**config.mk**
```make
export PLATFORM = sky130hd
export DESIGN_NAME = slpi_reg_bank
export DESIGN_NICKNAME = d
export VERILOG_FILES = /design/src/design/slpi_pkg.sv /design/src/design/slpi_pin_polarity.sv /design/src/design/slpi_reg_bank.sv
export SDC_FILE = /design/constraint.sdc
export NUM_CORES = 1
export LEC_CHECK = 0
export BUFFER_PORTS_ARGS = -buffer_cell sky130_fd_sc_hd__buf_2
export CELL_PAD_IN_SITES_DETAIL_PLACEMENT = 1
export CELL_PAD_IN_SITES_GLOBAL_PLACEMENT = 1
export CORE_ASPECT_RATIO = 0.8
export CORE_MARGIN = 8
export CORE_UTILIZATION = 42
export CTS_CLUSTER_DIAMETER = 40
export CTS_CLUSTER_SIZE = 8
export DETAILED_ROUTE_END_ITERATION = 8
export PLACE_DENSITY = 0.95
export SLEW_MARGIN = 20
export SYNTH_ARGS = -nofsm -noshare
export SYNTH_HDL_FRONTEND = slang
export SYNTH_SLANG_ARGS = --single-unit
export TNS_END_PERCENT = 1
```
**constraint.sdc**
```tcl
create_clock -name ref_clk -period 3.2 [get_ports ref_clk]
set_clock_uncertainty 0.05 [all_clocks]
set_input_delay 0.64 -clock ref_clk [delete_from_list [all_inputs] [get_ports ref_clk]]
set_output_delay 0.64 -clock ref_clk [all_outputs]
set_load 0.01 [all_outputs]
```
**src/design/slpi_pkg.sv**
```systemverilog
// Package with register map, field positions and reset values for the setup length, polarity and enable bank.
package slpi_pkg;
  // ----------------------------------------
  // Register addresses
  // ----------------------------------------
  localparam logic [7:0] RD_LEN_LOW = 8'hD6;
  localparam logic [7:0] RD_LEN_HIGH = 8'hD7;
  localparam logic [7:0] RD_POLARITY = 8'hDA;
  localparam logic [7:0] WR_POLARITY = 8'h5A;
  localparam logic [7:0] RD_IRQ_ENABLE = 8'hDB;
  localparam logic [7:0] WR_IRQ_ENABLE = 8'h5B;
  // ----------------------------------------
  // Fields and reset values
  // ----------------------------------------
  localparam int POL_IRQ_BIT = 0;
  localparam int POL_DMA_REQUEST_PIN_BIT = 1;
  localparam int POL_DMA_ACKNOWLEDGE_PIN_BIT = 2;
  localparam logic [7:0] POL_WRITE_MASK = 8'h07;
  localparam logic [7:0] LEN_RESET = 8'h00;
  localparam logic [7:0] POL_RESET = 8'h00;
  localparam logic [7:0] IRQ_ENABLE_RESET = 8'h01;
  localparam int SRC_SETUP_READY = 0;
  localparam int SRC_BULK_ONE = 1;
  localparam int SRC_BULK_TWO = 2;
  localparam int SRC_CTRL_RX = 3;
  localparam int SRC_CTRL_TX = 4;
  localparam int SRC_BUS_RESET = 5;
  localparam int SRC_SUSPEND = 6;
  localparam int SRC_IRQ_EP_THREE = 7;
  // ----------------------------------------
  // Bus access states
  // ----------------------------------------
  typedef enum logic [1:0] {
    SLPI_IDLE = 2'b00,
    SLPI_READ = 2'b01,
    SLPI_WRITE = 2'b10
  } slpi_acc_t;
endpackage

```
**src/design/slpi_pin_polarity.sv**
```systemverilog
// Polarity adapter that turns internal active-high levels into pin levels and back.
`timescale 1ns/100ps
module slpi_pin_polarity (
  // Internal levels
  input wire logic irq_level,
  input wire logic dma_request_pin_level,
  output logic dma_acknowledge_pin_level,
  // Polarity settings
  input wire logic [2:0] pol_bits,
  // Pin levels
  output logic irq_pin_level,
  output logic dma_request_pin_pin_level,
  input wire logic dma_acknowledge_pin
);
  // Polarity 0 means active low for both requests, but active high for acknowledge.
  always_comb begin
    irq_pin_level = pol_bits[slpi_pkg::POL_IRQ_BIT] ? irq_level : ~irq_level;
    dma_request_pin_pin_level = pol_bits[slpi_pkg::POL_DMA_REQUEST_PIN_BIT] ? dma_request_pin_level : ~dma_request_pin_level;
    dma_acknowledge_pin_level = pol_bits[slpi_pkg::POL_DMA_ACKNOWLEDGE_PIN_BIT] ? ~dma_acknowledge_pin : dma_acknowledge_pin;
  end
endmodule

```
**src/design/slpi_reg_bank.sv**
```systemverilog
// Register bank slice: setup length capture, pin polarity select and interrupt source enable.
`timescale 1ns/100ps
// ----------------------------------------
// Overview of operation
// - The request length of every setup packet is captured by hardware with no software action, except in a cycle with a bus reset, which wins.
// - The low length byte reads at D6h, cannot be written, and is zero after hardware or bus reset.
// - The high length byte reads at D7h, cannot be written, and is zero after hardware or bus reset.
// - The polarity register reads at DAh, writes at 5Ah, returns its setting and is zero after hardware reset.
// - Request outputs are active low at polarity 0 and high at 1, acknowledge is active high at 0 and low at 1.
// - Polarity bits 7 to 3 always read zero and written ones there are dropped.
// - The interrupt enable register reads at DBh and writes at 5Bh with one bit per source.
// - Enables reset to 01h on hardware reset and are kept across a bus reset.
// - Only sources with their enable set may raise an interrupt.
// - Enable rewrites are accepted at any time and take effect on the status one cycle later.
// - Each enable bit gates the status bit at the same position.
// - Enable bits are setup, bulk one, bulk two, control rx, control tx, bus reset, suspend, endpoint three.
// - A status bit reads zero while disabled, else follows its event, and any set bit asserts the request pin.
// ----------------------------------------
module slpi_reg_bank (
  // Clock and reset
  input wire logic ref_clk,
  input wire logic arst_n,
  // Microcontroller bus, strobes active low, one write per strobe, a read every cycle the read strobe is held
  input wire logic cs_n,
  input wire logic rd_n,
  input wire logic wr_n,
  input wire logic [7:0] addr,
  input wire logic [7:0] wdata,
  output logic [7:0] rdata,
  output logic rdata_oe,
  // Setup capture from the serial engine
  input wire logic setup_valid,
  input wire logic [15:0] setup_length,
  input wire logic usb_bus_reset,
  // Raw interrupt events and DMA request
  input wire logic [7:0] irq_events,
  input wire logic dma_request_level,
  // Status and pins
  output logic [7:0] irq_cause_status,
  output logic dma_ack_level,
  output logic irq_request_pin,
  output logic dma_request_pin,
  input wire logic dma_acknowledge_pin
);
  typedef struct packed {
    logic [7:0] len_low_r;
    logic [7:0] len_high_r;
    logic [2:0] pol_r;
    logic [7:0] enable_r;
    logic [7:0] status_r;
    logic [7:0] rdata_r;
    logic rdata_oe_r;
    logic irq_pin_r;
    logic dma_request_pin_pin_r;
    logic dma_acknowledge_pin_r;
    slpi_pkg::slpi_acc_t acc_r;
  } slpi_state_t;

  slpi_state_t st_r;
  slpi_state_t st_nxt;
  logic irq_pin_level;
  logic dma_request_pin_pin_level;
  logic dma_acknowledge_pin_level;
  logic [7:0] gated_status;

  // ----------------------------------------
  // Read mux
  // ----------------------------------------
  function automatic logic [7:0] read_value(input logic [7:0] a, input slpi_state_t s);
    logic [7:0] v;
    v = 8'h00;
    case (a)
      slpi_pkg::RD_LEN_LOW: v = s.len_low_r;
      slpi_pkg::RD_LEN_HIGH: v = s.len_high_r;
      slpi_pkg::RD_POLARITY: v = {5'h00, s.pol_r};
      slpi_pkg::RD_IRQ_ENABLE: v = s.enable_r;
      default: v = 8'h00;
    endcase
    return v;
  endfunction

  // Status follows events one cycle later under the current mask, so a rewrite takes effect next cycle.
  assign gated_status = irq_events & st_r.enable_r;

  slpi_pin_polarity slpi_pin_polarity_i (
    .irq_level(|st_r.status_r),
    .dma_request_pin_level(dma_request_level),
    .dma_acknowledge_pin_level(dma_acknowledge_pin_level),
    .pol_bits(st_r.pol_r),
    .irq_pin_level(irq_pin_level),
    .dma_request_pin_pin_level(dma_request_pin_pin_level),
    .dma_acknowledge_pin(dma_acknowledge_pin)
  );

  // ----------------------------------------
  // Next state
  // ----------------------------------------
  always_comb begin
    st_nxt = st_r;
    st_nxt.status_r = gated_status;
    st_nxt.irq_pin_r = irq_pin_level;
    st_nxt.dma_request_pin_pin_r = dma_request_pin_pin_level;
    st_nxt.dma_acknowledge_pin_r = dma_acknowledge_pin_level;
    st_nxt.rdata_oe_r = 1'b0;
    case (st_r.acc_r)
      slpi_pkg::SLPI_IDLE: begin
        if (!cs_n && !rd_n) begin
          st_nxt.acc_r = slpi_pkg::SLPI_READ;
        end else if (!cs_n && !wr_n) begin
          st_nxt.acc_r = slpi_pkg::SLPI_WRITE;
          // Writes act once per strobe, on its leading edge.
          if (addr == slpi_pkg::WR_POLARITY) begin
            st_nxt.pol_r = wdata[2:0] & slpi_pkg::POL_WRITE_MASK[2:0];
          end
          if (addr == slpi_pkg::WR_IRQ_ENABLE) begin
            st_nxt.enable_r = wdata;
          end
        end
      end
      slpi_pkg::SLPI_READ: begin
        if (cs_n || rd_n) begin
          st_nxt.acc_r = slpi_pkg::SLPI_IDLE;
        end
      end
      slpi_pkg::SLPI_WRITE: begin
        if (cs_n || wr_n) begin
          st_nxt.acc_r = slpi_pkg::SLPI_IDLE;
        end
      end
      default: st_nxt.acc_r = slpi_pkg::SLPI_IDLE;
    endcase
    if (!cs_n && !rd_n) begin
      st_nxt.rdata_r = read_value(addr, st_r);
      st_nxt.rdata_oe_r = 1'b1;
    end
    // Bus reset clears only the length bytes; polarity and enables are kept.
    if (usb_bus_reset) begin
      st_nxt.len_low_r = slpi_pkg::LEN_RESET;
      st_nxt.len_high_r = slpi_pkg::LEN_RESET;
    end else if (setup_valid) begin
      st_nxt.len_low_r = setup_length[7:0];
      st_nxt.len_high_r = setup_length[15:8];
    end
  end

  always_ff @(posedge ref_clk or negedge arst_n) begin
    if (!arst_n) begin
      st_r.len_low_r <= slpi_pkg::LEN_RESET;
      st_r.len_high_r <= slpi_pkg::LEN_RESET;
      st_r.pol_r <= slpi_pkg::POL_RESET[2:0];
      st_r.enable_r <= slpi_pkg::IRQ_ENABLE_RESET;
      st_r.status_r <= 8'h00;
      st_r.rdata_r <= 8'h00;
      st_r.rdata_oe_r <= 1'b0;
      st_r.irq_pin_r <= 1'b1;
      st_r.dma_request_pin_pin_r <= 1'b1;
      st_r.dma_acknowledge_pin_r <= 1'b0;
      st_r.acc_r <= slpi_pkg::SLPI_IDLE;
    end else begin
      st_r <= st_nxt;
    end
  end

  // Every output comes straight from a flip-flop, so the acknowledge level trails its pin by one cycle.
  assign rdata = st_r.rdata_r;
  assign rdata_oe = st_r.rdata_oe_r;
  assign irq_cause_status = st_r.status_r;
  assign irq_request_pin = st_r.irq_pin_r;
  assign dma_request_pin = st_r.dma_request_pin_pin_r;
  assign dma_ack_level = st_r.dma_acknowledge_pin_r;

  // ----------------------------------------
  // Assertions
  // ----------------------------------------
  length_pair_a: assert property (@(posedge ref_clk) disable iff (!arst_n)
    (setup_valid && !usb_bus_reset) |=> ({st_r.len_high_r, st_r.len_low_r} == $past(setup_length)))
    else $error("Length bytes not captured together.");
  length_busrst_a: assert property (@(posedge ref_clk) disable iff (!arst_n)
    usb_bus_reset |=> (st_r.len_low_r == 8'h00 && st_r.len_high_r == 8'h00))
    else $error("Length bytes not cleared by bus reset.");
  length_hold_a: assert property (@(posedge ref_clk) disable iff (!arst_n)
    (!setup_valid && !usb_bus_reset) |=> $stable({st_r.len_high_r, st_r.len_low_r}))
    else $error("Length bytes changed without a setup packet.");
  pol_upper_a: assert property (@(posedge ref_clk) disable iff (!arst_n)
    (rdata_oe && $past(addr) == slpi_pkg::RD_POLARITY) |-> rdata[7:3] == 5'h00)
    else $error("Polarity upper bits read nonzero.");
  pol_write_a: assert property (@(posedge ref_clk) disable iff (!arst_n)
    (st_r.acc_r == slpi_pkg::SLPI_IDLE && !cs_n && rd_n && !wr_n && addr == slpi_pkg::WR_POLARITY
     && !usb_bus_reset) |=> st_r.pol_r == $past(wdata[2:0]))
    else $error("Polarity write not stored.");
  enable_keep_a: assert property (@(posedge ref_clk) disable iff (!arst_n)
    (usb_bus_reset && (cs_n || wr_n)) |=> $stable(st_r.enable_r))
    else $error("Enables changed on bus reset.");
  status_gate_a: assert property (@(posedge ref_clk) disable iff (!arst_n)
    1'b1 |=> irq_cause_status == ($past(irq_events) & $past(st_r.enable_r)))
    else $error("Status not gated by enables.");
  irq_pin_a: assert property (@(posedge ref_clk) disable iff (!arst_n)
    1'b1 |=> irq_request_pin == ($past(st_r.pol_r[0]) ? $past(|st_r.status_r) : !$past(|st_r.status_r)))
    else $error("Interrupt pin polarity wrong.");
  dma_request_pin_pin_a: assert property (@(posedge ref_clk) disable iff (!arst_n)
    1'b1 |=> dma_request_pin == ($past(st_r.pol_r[1]) ^ !$past(dma_request_level)))
    else $error("DMA request pin polarity wrong.");
  dma_acknowledge_pin_level_a: assert property (@(posedge ref_clk) disable iff (!arst_n)
    1'b1 |=> dma_ack_level == ($past(st_r.pol_r[2]) ^ $past(dma_acknowledge_pin)))
    else $error("DMA acknowledge level polarity wrong.");
  enable_write_a: assert property (@(posedge ref_clk) disable iff (!arst_n)
    (st_r.acc_r == slpi_pkg::SLPI_IDLE && !cs_n && rd_n && !wr_n && addr == slpi_pkg::WR_IRQ_ENABLE)
    |=> st_r.enable_r == $past(wdata))
    else $error("Enable write not stored.");
  enable_read_a: assert property (@(posedge ref_clk) disable iff (!arst_n)
    (!cs_n && !rd_n && addr == slpi_pkg::RD_IRQ_ENABLE) |=> (rdata_oe && rdata == $past(st_r.enable_r)))
    else $error("Enable read returned wrong data.");
  len_low_read_a: assert property (@(posedge ref_clk) disable iff (!arst_n)
    (!cs_n && !rd_n && addr == slpi_pkg::RD_LEN_LOW) |=> (rdata_oe && rdata == $past(st_r.len_low_r)))
    else $error("Low length read returned wrong data.");
  len_high_read_a: assert property (@(posedge ref_clk) disable iff (!arst_n)
    (!cs_n && !rd_n && addr == slpi_pkg::RD_LEN_HIGH) |=> (rdata_oe && rdata == $past(st_r.len_high_r)))
    else $error("High length read returned wrong data.");
  write_once_a: assert property (@(posedge ref_clk) disable iff (!arst_n)
    (st_r.acc_r == slpi_pkg::SLPI_WRITE) |=> ($stable(st_r.pol_r) && $stable(st_r.enable_r)))
    else $error("Held write strobe wrote twice.");
  pol_keep_a: assert property (@(posedge ref_clk) disable iff (!arst_n)
    (usb_bus_reset && (cs_n || wr_n)) |=> $stable(st_r.pol_r))
    else $error("Polarity changed on bus reset.");
endmodule

```
==> results.json, run 1 <==
{
  "placed_cell_area_um2": 2470,
  "internal_power_w": 0.000865,
  "area_growth_pct": 16.2,
  "gp_congestion": 0.763,
  "io_buffers": 68,
  "die_y_um": 80.8,
  "syn_area_per_cell_um2": 12.2,
  "synth_seq_cells": 49,
  "syn-cell-area_um2": 2200,
  "period_minus_slack_ps": 1780,
  "switching_power_w": 0.000265,
  "hpwl_um": 4360,
  "routed_wl_um": 5420,
  "ys_seq_area_share_pct": 55.8,
  "cts_hold_buf": 0,
  "pwr-share-comb_pct": 9.8,
  "end_kind": "register",
  "hold_viol_final": 0,
  "cap_violations": 0,
  "die-area_um2": 7840,
  "core_area_um2": 5040,
  "antenna_found_initial": 0,
  "path_max_fanout": 14,
  "peakVddDrop_mv": 0.254,
  "ios": 69,
  "rows": 23,
  "r2r_start": "st_r[1]",
  "start_util_pct": 43.8,
  "dieWidth_um": 97,
  "reg2reg_depth": 3,
  "async_reset_ff_share_pct": 100,
  "cts_buffers": 5,
  "grt_setup_unrepaired": "false",
  "viasPerCell": 5.12,
  "ys_types": 30,
  "grt_start_max_net_pins": 50,
  "cts_tree": "built",
  "drv_slew": 0,
  "clockBufferDepth": 2,
  "arrival_ps": 1920,
  "leakage_nw": 1.37,
  "max_freq_mhz": 563,
  "post-route-period-util_pct": 55.6,
  "dr.pass1.iters": 4,
  "p_seq_share_pct": 57.3,
  "drc_errors": 0,
  "grt_pass1_wl_um": 8780,
  "htree_num_levels": 2,
  "yosysMostFrequentCell": "dfrtp_1",
  "ant_nets": 0,
  "finalInstanceArea_um2": 2560,
  "synth_top_flop_cell": "dfrtp_1",
  "worstSetupStartpoint": "addr[0]",
  "cts_setup_buffers": 0,
  "worstSetupPathType": "in -> reg",
  "synth_top_area_cell": "dfrtp_1",
  "power_density_nw_per_um2": 441,
  "overflow": 0,
  "cts.sinks": 49,
  "ctsResizeCount": 0,
  "num_vias": 1515,
  "root_buffer": "clkbuf_8",
  "crit_path_start_kind": "input pin",
  "hp-class": "in -> async",
  "switching_share_pct": 23.5,
  "wl_per_cell_um": 18.3,
  "syn_inst": 181,
  "maxSlewHeadroom_pct": 58.9,
  "synth_edf_count": 0,
  "syn-num-nets": 230,
  "grt_usage_pct": 14.0,
  "worstMarginPinSlew_ps": 617,
  "setup_violations": 0,
  "synthTopCellsByArea": "dfrtp_1 52%, mux2i_1 10%, buf_4 5.4%, mux2_2 4.1%, dfstp_2 3.6%",
  "p_clk_share_pct": 32.9,
  "outcome": "completed",
  "critPathRequiredTime_ps": 3340,
  "first_global_vias": 1698,
  "yosys_warnings": 0,
  "synth_common_cells": "46 x dfrtp_1, 23 x mux2i_1, 17 x nor2_1",
  "drive_gt1_share_pct": 38.0,
  "drt_iter0_drc": 41,
  "clock_latency_ps": 300,
  "fin_setup_tns_ps": 0,
  "antenna_cells": 0,
  "path_clk_slew_ps": 90,
  "nNetsFinal": 282,
  "yosysTopAreaCellShare_pct": 52.2
}
-- routing by layer --
layer | global-route usage, % | vias up | routed length, µm
li1 | - | 714 | -
met1 | 16.8 | 749 | 2400
met2 | 23.6 | 47 | 2630
met3 | 5.17 | 5 | 344
met4 | 3.68 | 0 | 55
met5 | 0 | - | 0
-- worst max-delay path, stage by stage --
cell,delay [ps]
buf_2,300
and3b_1,350
nand4_4,230
mux2_1,390
-- cell type report --
class                   count  area [µm²]
well taps                  62        77.6
repair buffers             68         343
multi-input cells         108         818
flip-flops and latches     49        1230
clock buffers               8        90.1
inverters                   1        3.75
fillers                   556        2470
-- power groups by stage --
stage / sequential [W] / clock (W) / combinational [W]
2_1_floorplan: 0.000658 / 0 / 0.0000545
3_3_place_gp: 0.000660 / 0 / 0.000107
3_5_place_dp: 0.000660 / 0 / 0.000111
4_1_cts: 0.000648 / 0.000382 / 0.000112
5_1_grt: 0.000650 / 0.000409 / 0.000123
6_report: 0.000648 / 0.000372 / 0.000110
-- path summary, 6_finish.rpt --
| check | end | slack (ps) |
|---|---|---|
| worst max-delay path | st_r[26] | 1420 |
| worst min-delay path | rdata[5] | 290 |
| worst max register to register | st_r[26] | 1720 |
| worst min register to register | irq_request_pin | 430 |
| max in group asynchronous | st_r[28] | 2390 |
| min in group ref_clk | dma_request_pin | 420 |
-- logic make-up after synthesis --
kind of cell / after synthesis / synth area share (%)
buffers and inverters: 24 / 7.09
and+or+nand+nor: 49 / 12.3
DFF: 49 / 55.8
AOI/OAI and AO/OA: 17 / 5.11
xor gates and xnor gates: 4 / 1.59
muxes: 38 / 18.1
-- cells in the final DEF, fill, tap and decap left out, types with 2 or more instances in the layout --
| cell type | instances |
|---|---|
| buf_2 | 67 |
| dfrtp_1 | 46 |
| mux2i_1 | 23 |
| nor2_1 | 17 |
| nand2_1 | 10 |
| and2_1 | 8 |
| mux2_2 | 8 |
| o21ai_1 | 8 |
| mux2_1 | 7 |
| clkbuf_8 | 6 |
| a22oi_1 | 4 |
| o22a_1 | 4 |
| dfstp_2 | 3 |
| nor4_1 | 2 |
| xnor2_1 | 2 |
| xor2_1 | 2 |
| nand4_1 | 2 |
| nand2b_1 | 2 |
| clkbuf_1 | 2 |
-- metrics by stage --
stage	worst slack (ps)	utilization, %	std cells	power (W)	hold slack, ps
finish	1420	50.9	296	0.00113	290
detailed placement	1100	49.0	288	0.000772	418
global route	1350	50.9	296	0.00118	318
global placement	1210	49.0	288	0.000766	409
floorplan	1560	-	181	0.000712	294
CTS	1440	50.8	296	0.00114	415
-- state kept, by name, indices dropped and copies added (netlist names) --
| register | cells |
|---|---|
| st_r | 29 |
| irq_cause_status | 8 |
| rdata_oe | 1 |
| dma_ack_level | 1 |
| dma_request_pin | 1 |
| rdata | 8 |
| irq_request_pin | 1 |
Note: power is estimated with default switching activity, not from simulation.
==> inputs of run 2 (changes only) <==
--- a/config.mk
+++ b/config.mk
@@ -5,16 +5,17 @@
 export SDC_FILE = /design/constraint.sdc
 export NUM_CORES = 1
 export LEC_CHECK = 0
+export ABC_AREA = 1
 export BUFFER_PORTS_ARGS = -buffer_cell sky130_fd_sc_hd__buf_2
 export CELL_PAD_IN_SITES_DETAIL_PLACEMENT = 1
 export CELL_PAD_IN_SITES_GLOBAL_PLACEMENT = 1
 export CORE_ASPECT_RATIO = 0.8
 export CORE_MARGIN = 8
-export CORE_UTILIZATION = 42
+export CORE_UTILIZATION = 34
 export CTS_CLUSTER_DIAMETER = 40
 export CTS_CLUSTER_SIZE = 8
 export DETAILED_ROUTE_END_ITERATION = 8
-export PLACE_DENSITY = 0.95
+export PLACE_DENSITY = 0.87
 export SLEW_MARGIN = 20
 export SYNTH_ARGS = -nofsm -noshare
 export SYNTH_HDL_FRONTEND = slang
==> constraint.sdc (replaced) <==
create_clock -name ref_clk -period 1.5 [get_ports ref_clk]
set_clock_uncertainty 0.05 [all_clocks]
set_input_delay 0.3 -clock ref_clk [delete_from_list [all_inputs] [get_ports ref_clk]]
set_output_delay 0.3 -clock ref_clk [all_outputs]
set_load 0.01 [all_outputs]
==> results.json, run 2 <==
{
  "root_buffer": "clkbuf_8",
  "maxSlewHeadroom_pct": 64.7,
  "final_cell_mix": "68 x buf_2, 54 x nand2_1, 46 x nand3_1, 46 x dfrtp_1, 39 x inv_1",
  "die-area_um2": 9840,
  "synthAdderAreaFrac_pct": 0,
  "dp_cells": 410,
  "hp-class": "in -> reg",
  "cp_slowest_cell": "dfrtp_1",
  "cpLargestDelayFamily": "simple AND/OR/NAND/NOR gates",
  "cts.sinks": 49,
  "drc_errors": 0,
  "top_register": "st_r",
  "syn-num-nets": 321,
  "critPathRequiredTime_ps": 1650,
  "arrival_ps": 1460,
  "grt_start_max_net_pins": 50,
  "clock_latency_ps": 320,
  "synth_top_flop_cell": "dfrtp_1",
  "synth_xor_area_share_pct": 1.12,
  "gp_congestion": 0.766,
  "slowest_delay_ps": 400,
  "clockBufferDepth": 2,
  "reg2reg_depth": 4,
  "grt_setup_unrepaired": "false",
  "syn-cell-area_um2": 2350,
  "overflow": 0,
  "end_kind": "register",
  "hpwl_um": 4900,
  "synthTopCellsByArea": "dfrtp_1 49%, nand3_1 9.8%, nand2_1 8.6%, inv_1 6.2%, buf_4 5.8%",
  "outcome": "completed",
  "layoutNonFillerInstCount": 419,
  "multi_input_area_um2": 790,
  "htree_num_levels": 2,
  "antenna_cells": 0,
  "path_max_fanout": 16,
  "async_reset_ff_share_pct": 100,
  "synth_seq_cells": 49,
  "largest_reg_flops": 29,
  "path_cells": "nor2_1, nand4_4, nand2_1, o21ai_2",
  "ys_seq_area_share_pct": 52.3,
  "post-route-period-util_pct": 87.6,
  "synth.mux.area_fraction_pct": 0,
  "fin_util_pct": 41.6,
  "cts_buffers": 5,
  "routed_wl_um": 6140,
  "rows": 27,
  "yosys_warnings": 0,
  "synth_edf_count": 0,
  "syn_area_per_cell_um2": 8.64,
  "period_minus_slack_ps": 1310,
  "power_density_nw_per_um2": 933,
  "drive_gt1_share_pct": 31.0,
  "syn_inst": 272,
  "setup_violations": 0,
  "placed_cell_area_um2": 2690,
  "nNetsFinal": 380,
  "yosysMostFrequentCell": "nand2_1",
  "wl_per_cell_um": 14.7,
  "core_area_um2": 6790,
  "cap_violations": 0,
  "power_w": 0.00263,
  "io_buffers": 68,
  "grt_pass1_wl_um": 10300,
  "cts_setup_buffers": 0,
  "worstMarginPinSlew_ps": 527,
  "leakage_nw": 1.56,
  "crit_cells": 4,
  "fillCellCount": 835,
  "ys_types": 25,
  "peakVddDrop_mv": 0.426,
  "max_freq_mhz": 761,
  "hold_viol_final": 0,
  "drt_iter0_drc": 83,
  "die_y_um": 90.4,
  "first_global_vias": 2161,
  "setup_slack_ps": 185,
  "finalInstanceArea_um2": 2820,
  "cts_tree": "built",
  "synth_top_family_by_area": "simple AND/OR/NAND/NOR gates",
  "drv_slew": 0,
  "viasPerCell": 4.63,
  "antenna_found_initial": 0,
  "crit_path_start_kind": "register",
  "area_growth_pct": 20.1,
  "dr.pass1.iters": 4,
  "worstSetupPathType": "reg -> reg",
  "synth_common_cells": "54 x nand2_1, 46 x dfrtp_1, 46 x nand3_1",
  "synth_compound_area_share_pct": 7.67,
  "grt_usage_pct": 13.2,
  "min_path_cells": 2,
  "synth-simple-area-share_pct": 24.8,
  "path_clk_slew_ps": 100,
  "dieWidth_um": 109,
  "ios": 69,
  "yosysTopAreaCellShare_pct": 49.0,
  "ff_latch_area_um2": 1230,
  "layout_commonest_cell": "buf_2",
  "synth_top_area_cell": "dfrtp_1",
  "pre_cts_slack_ps": -25.5,
  "start_util_pct": 34.6,
  "ant_nets": 0,
  "num_vias": 1938,
  "crit_buf_inv": 0
}
==> run 2: cell types whose count changed after synthesis, moves of 8 or more <==
cell	change
nand2_1	+44
mux2i_1	-23
o21ai_0	+19
inv_1	+39
mux2_2	-8
o21ai_2	+8
nand3_1	+46
==> run 2: power breakdown <==
part	leakage (nW)	internal [W]	switching, W	total, W
registers	0.658	0.00136	0.0000255	0.00139
clock network	0.0574	0.000542	0.000465	0.00101
logic	0.841	0.0000974	0.000140	0.000237
total	1.56	0.00200	0.000630	0.00263
==> run 2: path summary, 6_finish.rpt <==
path / from / end / slack (ps)
max in group asynchronous: arst_n / dma_request_pin / 690
max reg2reg: st_r[1] / st_r[27] / 190
max: st_r[1] / st_r[27] / 190
min reg2reg: st_r[31] / dma_request_pin / 420
min: dma_request_level / dma_request_pin / 70
min in group asynchronous: arst_n / st_r[34] / 430
==> run 2: logic make-up (layout without fill, tap and decap cells) <==
group / count (synthesis) / count (layout)
AO/OA/AOI/OAI: 30 / 30
buffers and inverters: 65 / 125
flip-flops: 49 / 49
AND/OR/NAND/NOR: 125 / 125
XOR/XNOR: 3 / 3
==> run 2: worst reg2reg max path, delay by kind of cell (launching register included) <==
kind,cells,cell delay (ps)
AOI/OAI and AO/OA,1,60
DFF,1,400
and+or+nand+nor,3,690
==> run 2: cell type report <==
cell class / instances / share of cell area [%]
tap: 87 / 3.86
timing repair buffer: 77 / 15.0
clock inverter: 2 / 1.33
clock buffer: 6 / 2.93
sequential: 49 / 43.6
multi-input combinational: 158 / 28.0
inverter: 40 / 5.32
==> run 2: what timing repair did <==
item	4_1_cts	5_1_grt
gates resized for setup	0	0
endpoints found under the hold margin	46	0
hold buffers	1	0
==> run 2: through the flow <==
| step | hold slack, ps | setup TNS, ps |
|---|---|---|
| 2_1_floorplan | -45.6 | 0 |
| 3_3_place_gp | 257 | 0 |
| 3_5_place_dp | 258 | -94.6 |
| 4_1_cts | 66.9 | 0 |
| 5_1_grt | 57.3 | 0 |
| 6_report | 65.7 | 0 |
==> run 2: metal layers <==
metal	share of wire, %	global-route usage, %	up-vias
met5	0	0	-
met4	1.1	3.64	0
met3	7.7	5.35	6
met2	46	19.8	48
met1	45	17.0	921
li1	-	-	963
==> inputs of run 3 (changes only) <==
--- a/config.mk
+++ b/config.mk
@@ -11,11 +11,11 @@
 export CELL_PAD_IN_SITES_GLOBAL_PLACEMENT = 1
 export CORE_ASPECT_RATIO = 0.8
 export CORE_MARGIN = 8
-export CORE_UTILIZATION = 34
+export CORE_UTILIZATION = 40
 export CTS_CLUSTER_DIAMETER = 40
 export CTS_CLUSTER_SIZE = 8
 export DETAILED_ROUTE_END_ITERATION = 8
-export PLACE_DENSITY = 0.87
+export PLACE_DENSITY = 0.95
 export SLEW_MARGIN = 20
 export SYNTH_ARGS = -nofsm -noshare
 export SYNTH_HDL_FRONTEND = slang
==> constraint.sdc (replaced) <==
create_clock -name ref_clk -period 1.55 [get_ports ref_clk]
set_clock_uncertainty 0.05 [all_clocks]
set_input_delay 0.31 -clock ref_clk [delete_from_list [all_inputs] [get_ports ref_clk]]
set_output_delay 0.31 -clock ref_clk [all_outputs]
set_load 0.01 [all_outputs]
==> results.json, run 3 (synthesis gave the netlist of run 2 again) <==
{
  "power_density_nw_per_um2": 843,
  "slowest_delay_ps": 530,
  "worstHoldStart": "dma_request_level",
  "worstSetupPathType": "reg -> out",
  "dieWidth_um": 102,
  "hpwl_um": 4920,
  "reg2reg_depth": 4,
  "cts_buffers": 5,
  "htree_num_levels": 2,
  "clockBufferDepth": 2,
  "pre_cts_slack_ps": 1.93,
  "cpLargestDelayFamily": "flip-flops",
  "path_clk_slew_ps": 90,
  "worstMarginPinSlew_ps": 549,
  "fillCellCount": 729,
  "gp_congestion": 0.769,
  "setup_violations": 0,
  "dr.pass1.iters": 4,
  "end_kind": "output port",
  "cts_tree": "built",
  "worst-r2r-setup-slack_ps": 240,
  "min_path_cells": 2,
  "leakage_nw": 1.53,
  "post-route-period-util_pct": 85.1,
  "period_minus_slack_ps": 1320,
  "path_cells": "buf_2",
  "cap_violations": 0,
  "die-area_um2": 8600,
  "clock_latency_ps": 310,
  "max_freq_mhz": 758,
  "drv_slew": 0,
  "ctsResizeCount": 0,
  "antenna_cells": 0,
  "cp_slowest_cell": "dfstp_2",
  "grt_pass1_wl_um": 10300,
  "r2r_end": "st_r[26]",
  "nNetsFinal": 378,
  "top_register": "st_r",
  "arrival_ps": 960,
  "fin_util_pct": 47.8,
  "viasPerCell": 4.77,
  "drive_gt1_share_pct": 30.6,
  "fin_setup_tns_ps": 0,
  "cts.sinks": 49,
  "core_area_um2": 5790,
  "peakVddDrop_mv": 0.306,
  "area_growth_pct": 17.7,
  "io_buffers": 68,
  "start_util_pct": 40.6,
  "grt_usage_pct": 15.3,
  "final_cell_mix": "68 x buf_2, 54 x nand2_1, 46 x nand3_1, 46 x dfrtp_1, 39 x inv_1",
  "critPathRequiredTime_ps": 1190,
  "hold_viol_final": 0,
  "routed_wl_um": 6300,
  "whs_ps": 83.5,
  "largest_reg_flops": 29,
  "outcome": "completed",
  "crit_cells": 1,
  "crit_buf_inv": 1,
  "path_max_fanout": 1,
  "r2r_start": "st_r[1]",
  "grt_start_max_net_pins": 30,
  "die_y_um": 84.6,
  "dp_cells": 402,
  "setup_slack_ps": 231,
  "grt_setup_unrepaired": "false",
  "rows": 25,
  "layoutNonFillerInstCount": 411,
  "ios": 69,
  "num_vias": 1962,
  "antenna_found_initial": 0,
  "first_global_vias": 2140,
  "cts_setup_buffers": 0,
  "layout_commonest_cell": "buf_2",
  "cts_hold_buf": 1,
  "ant_nets": 0,
  "wl_per_cell_um": 15.3,
  "overflow": 0,
  "crit_path_start_kind": "register",
  "root_buffer": "clkbuf_8",
  "hp-class": "in -> reg",
  "worstSetupStartpoint": "dma_request_pin",
  "drt_iter0_drc": 68,
  "holdPathEnd": "dma_request_pin",
  "maxSlewHeadroom_pct": 63.2,
  "drc_errors": 0
}
-- run 3: cell count changes in the layout (fill, tap and decap cells not counted) --
cell,previous run,this run
buf_4,7,5
clkbuf_8,6,5
clkinv_2,0,2
bufinv_16,1,0
-- run 3: through the flow --
stage / total power [W] / cell area (µm²)
4_1_cts: 0.00235 / 2770
2_1_floorplan: 0.00147 / 2350
6_report: 0.00233 / 2770
3_5_place_dp: 0.00160 / 2670
5_1_grt: 0.00242 / 2770
3_3_place_gp: 0.00158 / 2670
-- run 3: worst max-delay path by stage --
stage / end / slack (ps)
after floorplan: st_r[29] / 330
after global placement: st_r[27] / 110
after detailed placement: st_r[24] / 2
after CTS: dma_request_pin / 220
after global routing: st_r[24] / 140
final: dma_request_pin / 230
-- run 3: cell type report --
| cell class | count | area (µm²) | area share [%] |
|---|---|---|---|
| clock buffers | 5 | 68.8 | 2.49 |
| clock inverters | 3 | 17.5 | 0.633 |
| inverters | 40 | 150 | 5.43 |
| multi-input cells | 158 | 790 | 28.6 |
| flip-flops and latches | 49 | 1230 | 44.5 |
| well taps | 81 | 101 | 3.67 |
| repair buffers | 75 | 408 | 14.8 |
-- run 3: metal layers --
layer / share of wire, % / vias to the layer above / wire length [µm] / global-route usage [%]
met4: 1.7 / 0 / 105 / 5.53
met3: 5.8 / 11 / 365 / 4.96
met5: 0 / - / 0 / 0
met2: 49 / 46 / 3070 / 24.7
li1: - / 952 / - / -
met1: 44 / 953 / 2750 / 18.6
-- run 3: power breakdown --
group	total (W)	internal, W	switching (W)
logic	0.000227	0.0000924	0.000135
registers	0.00134	0.00132	0.0000253
clock network	0.000761	0.000312	0.000449
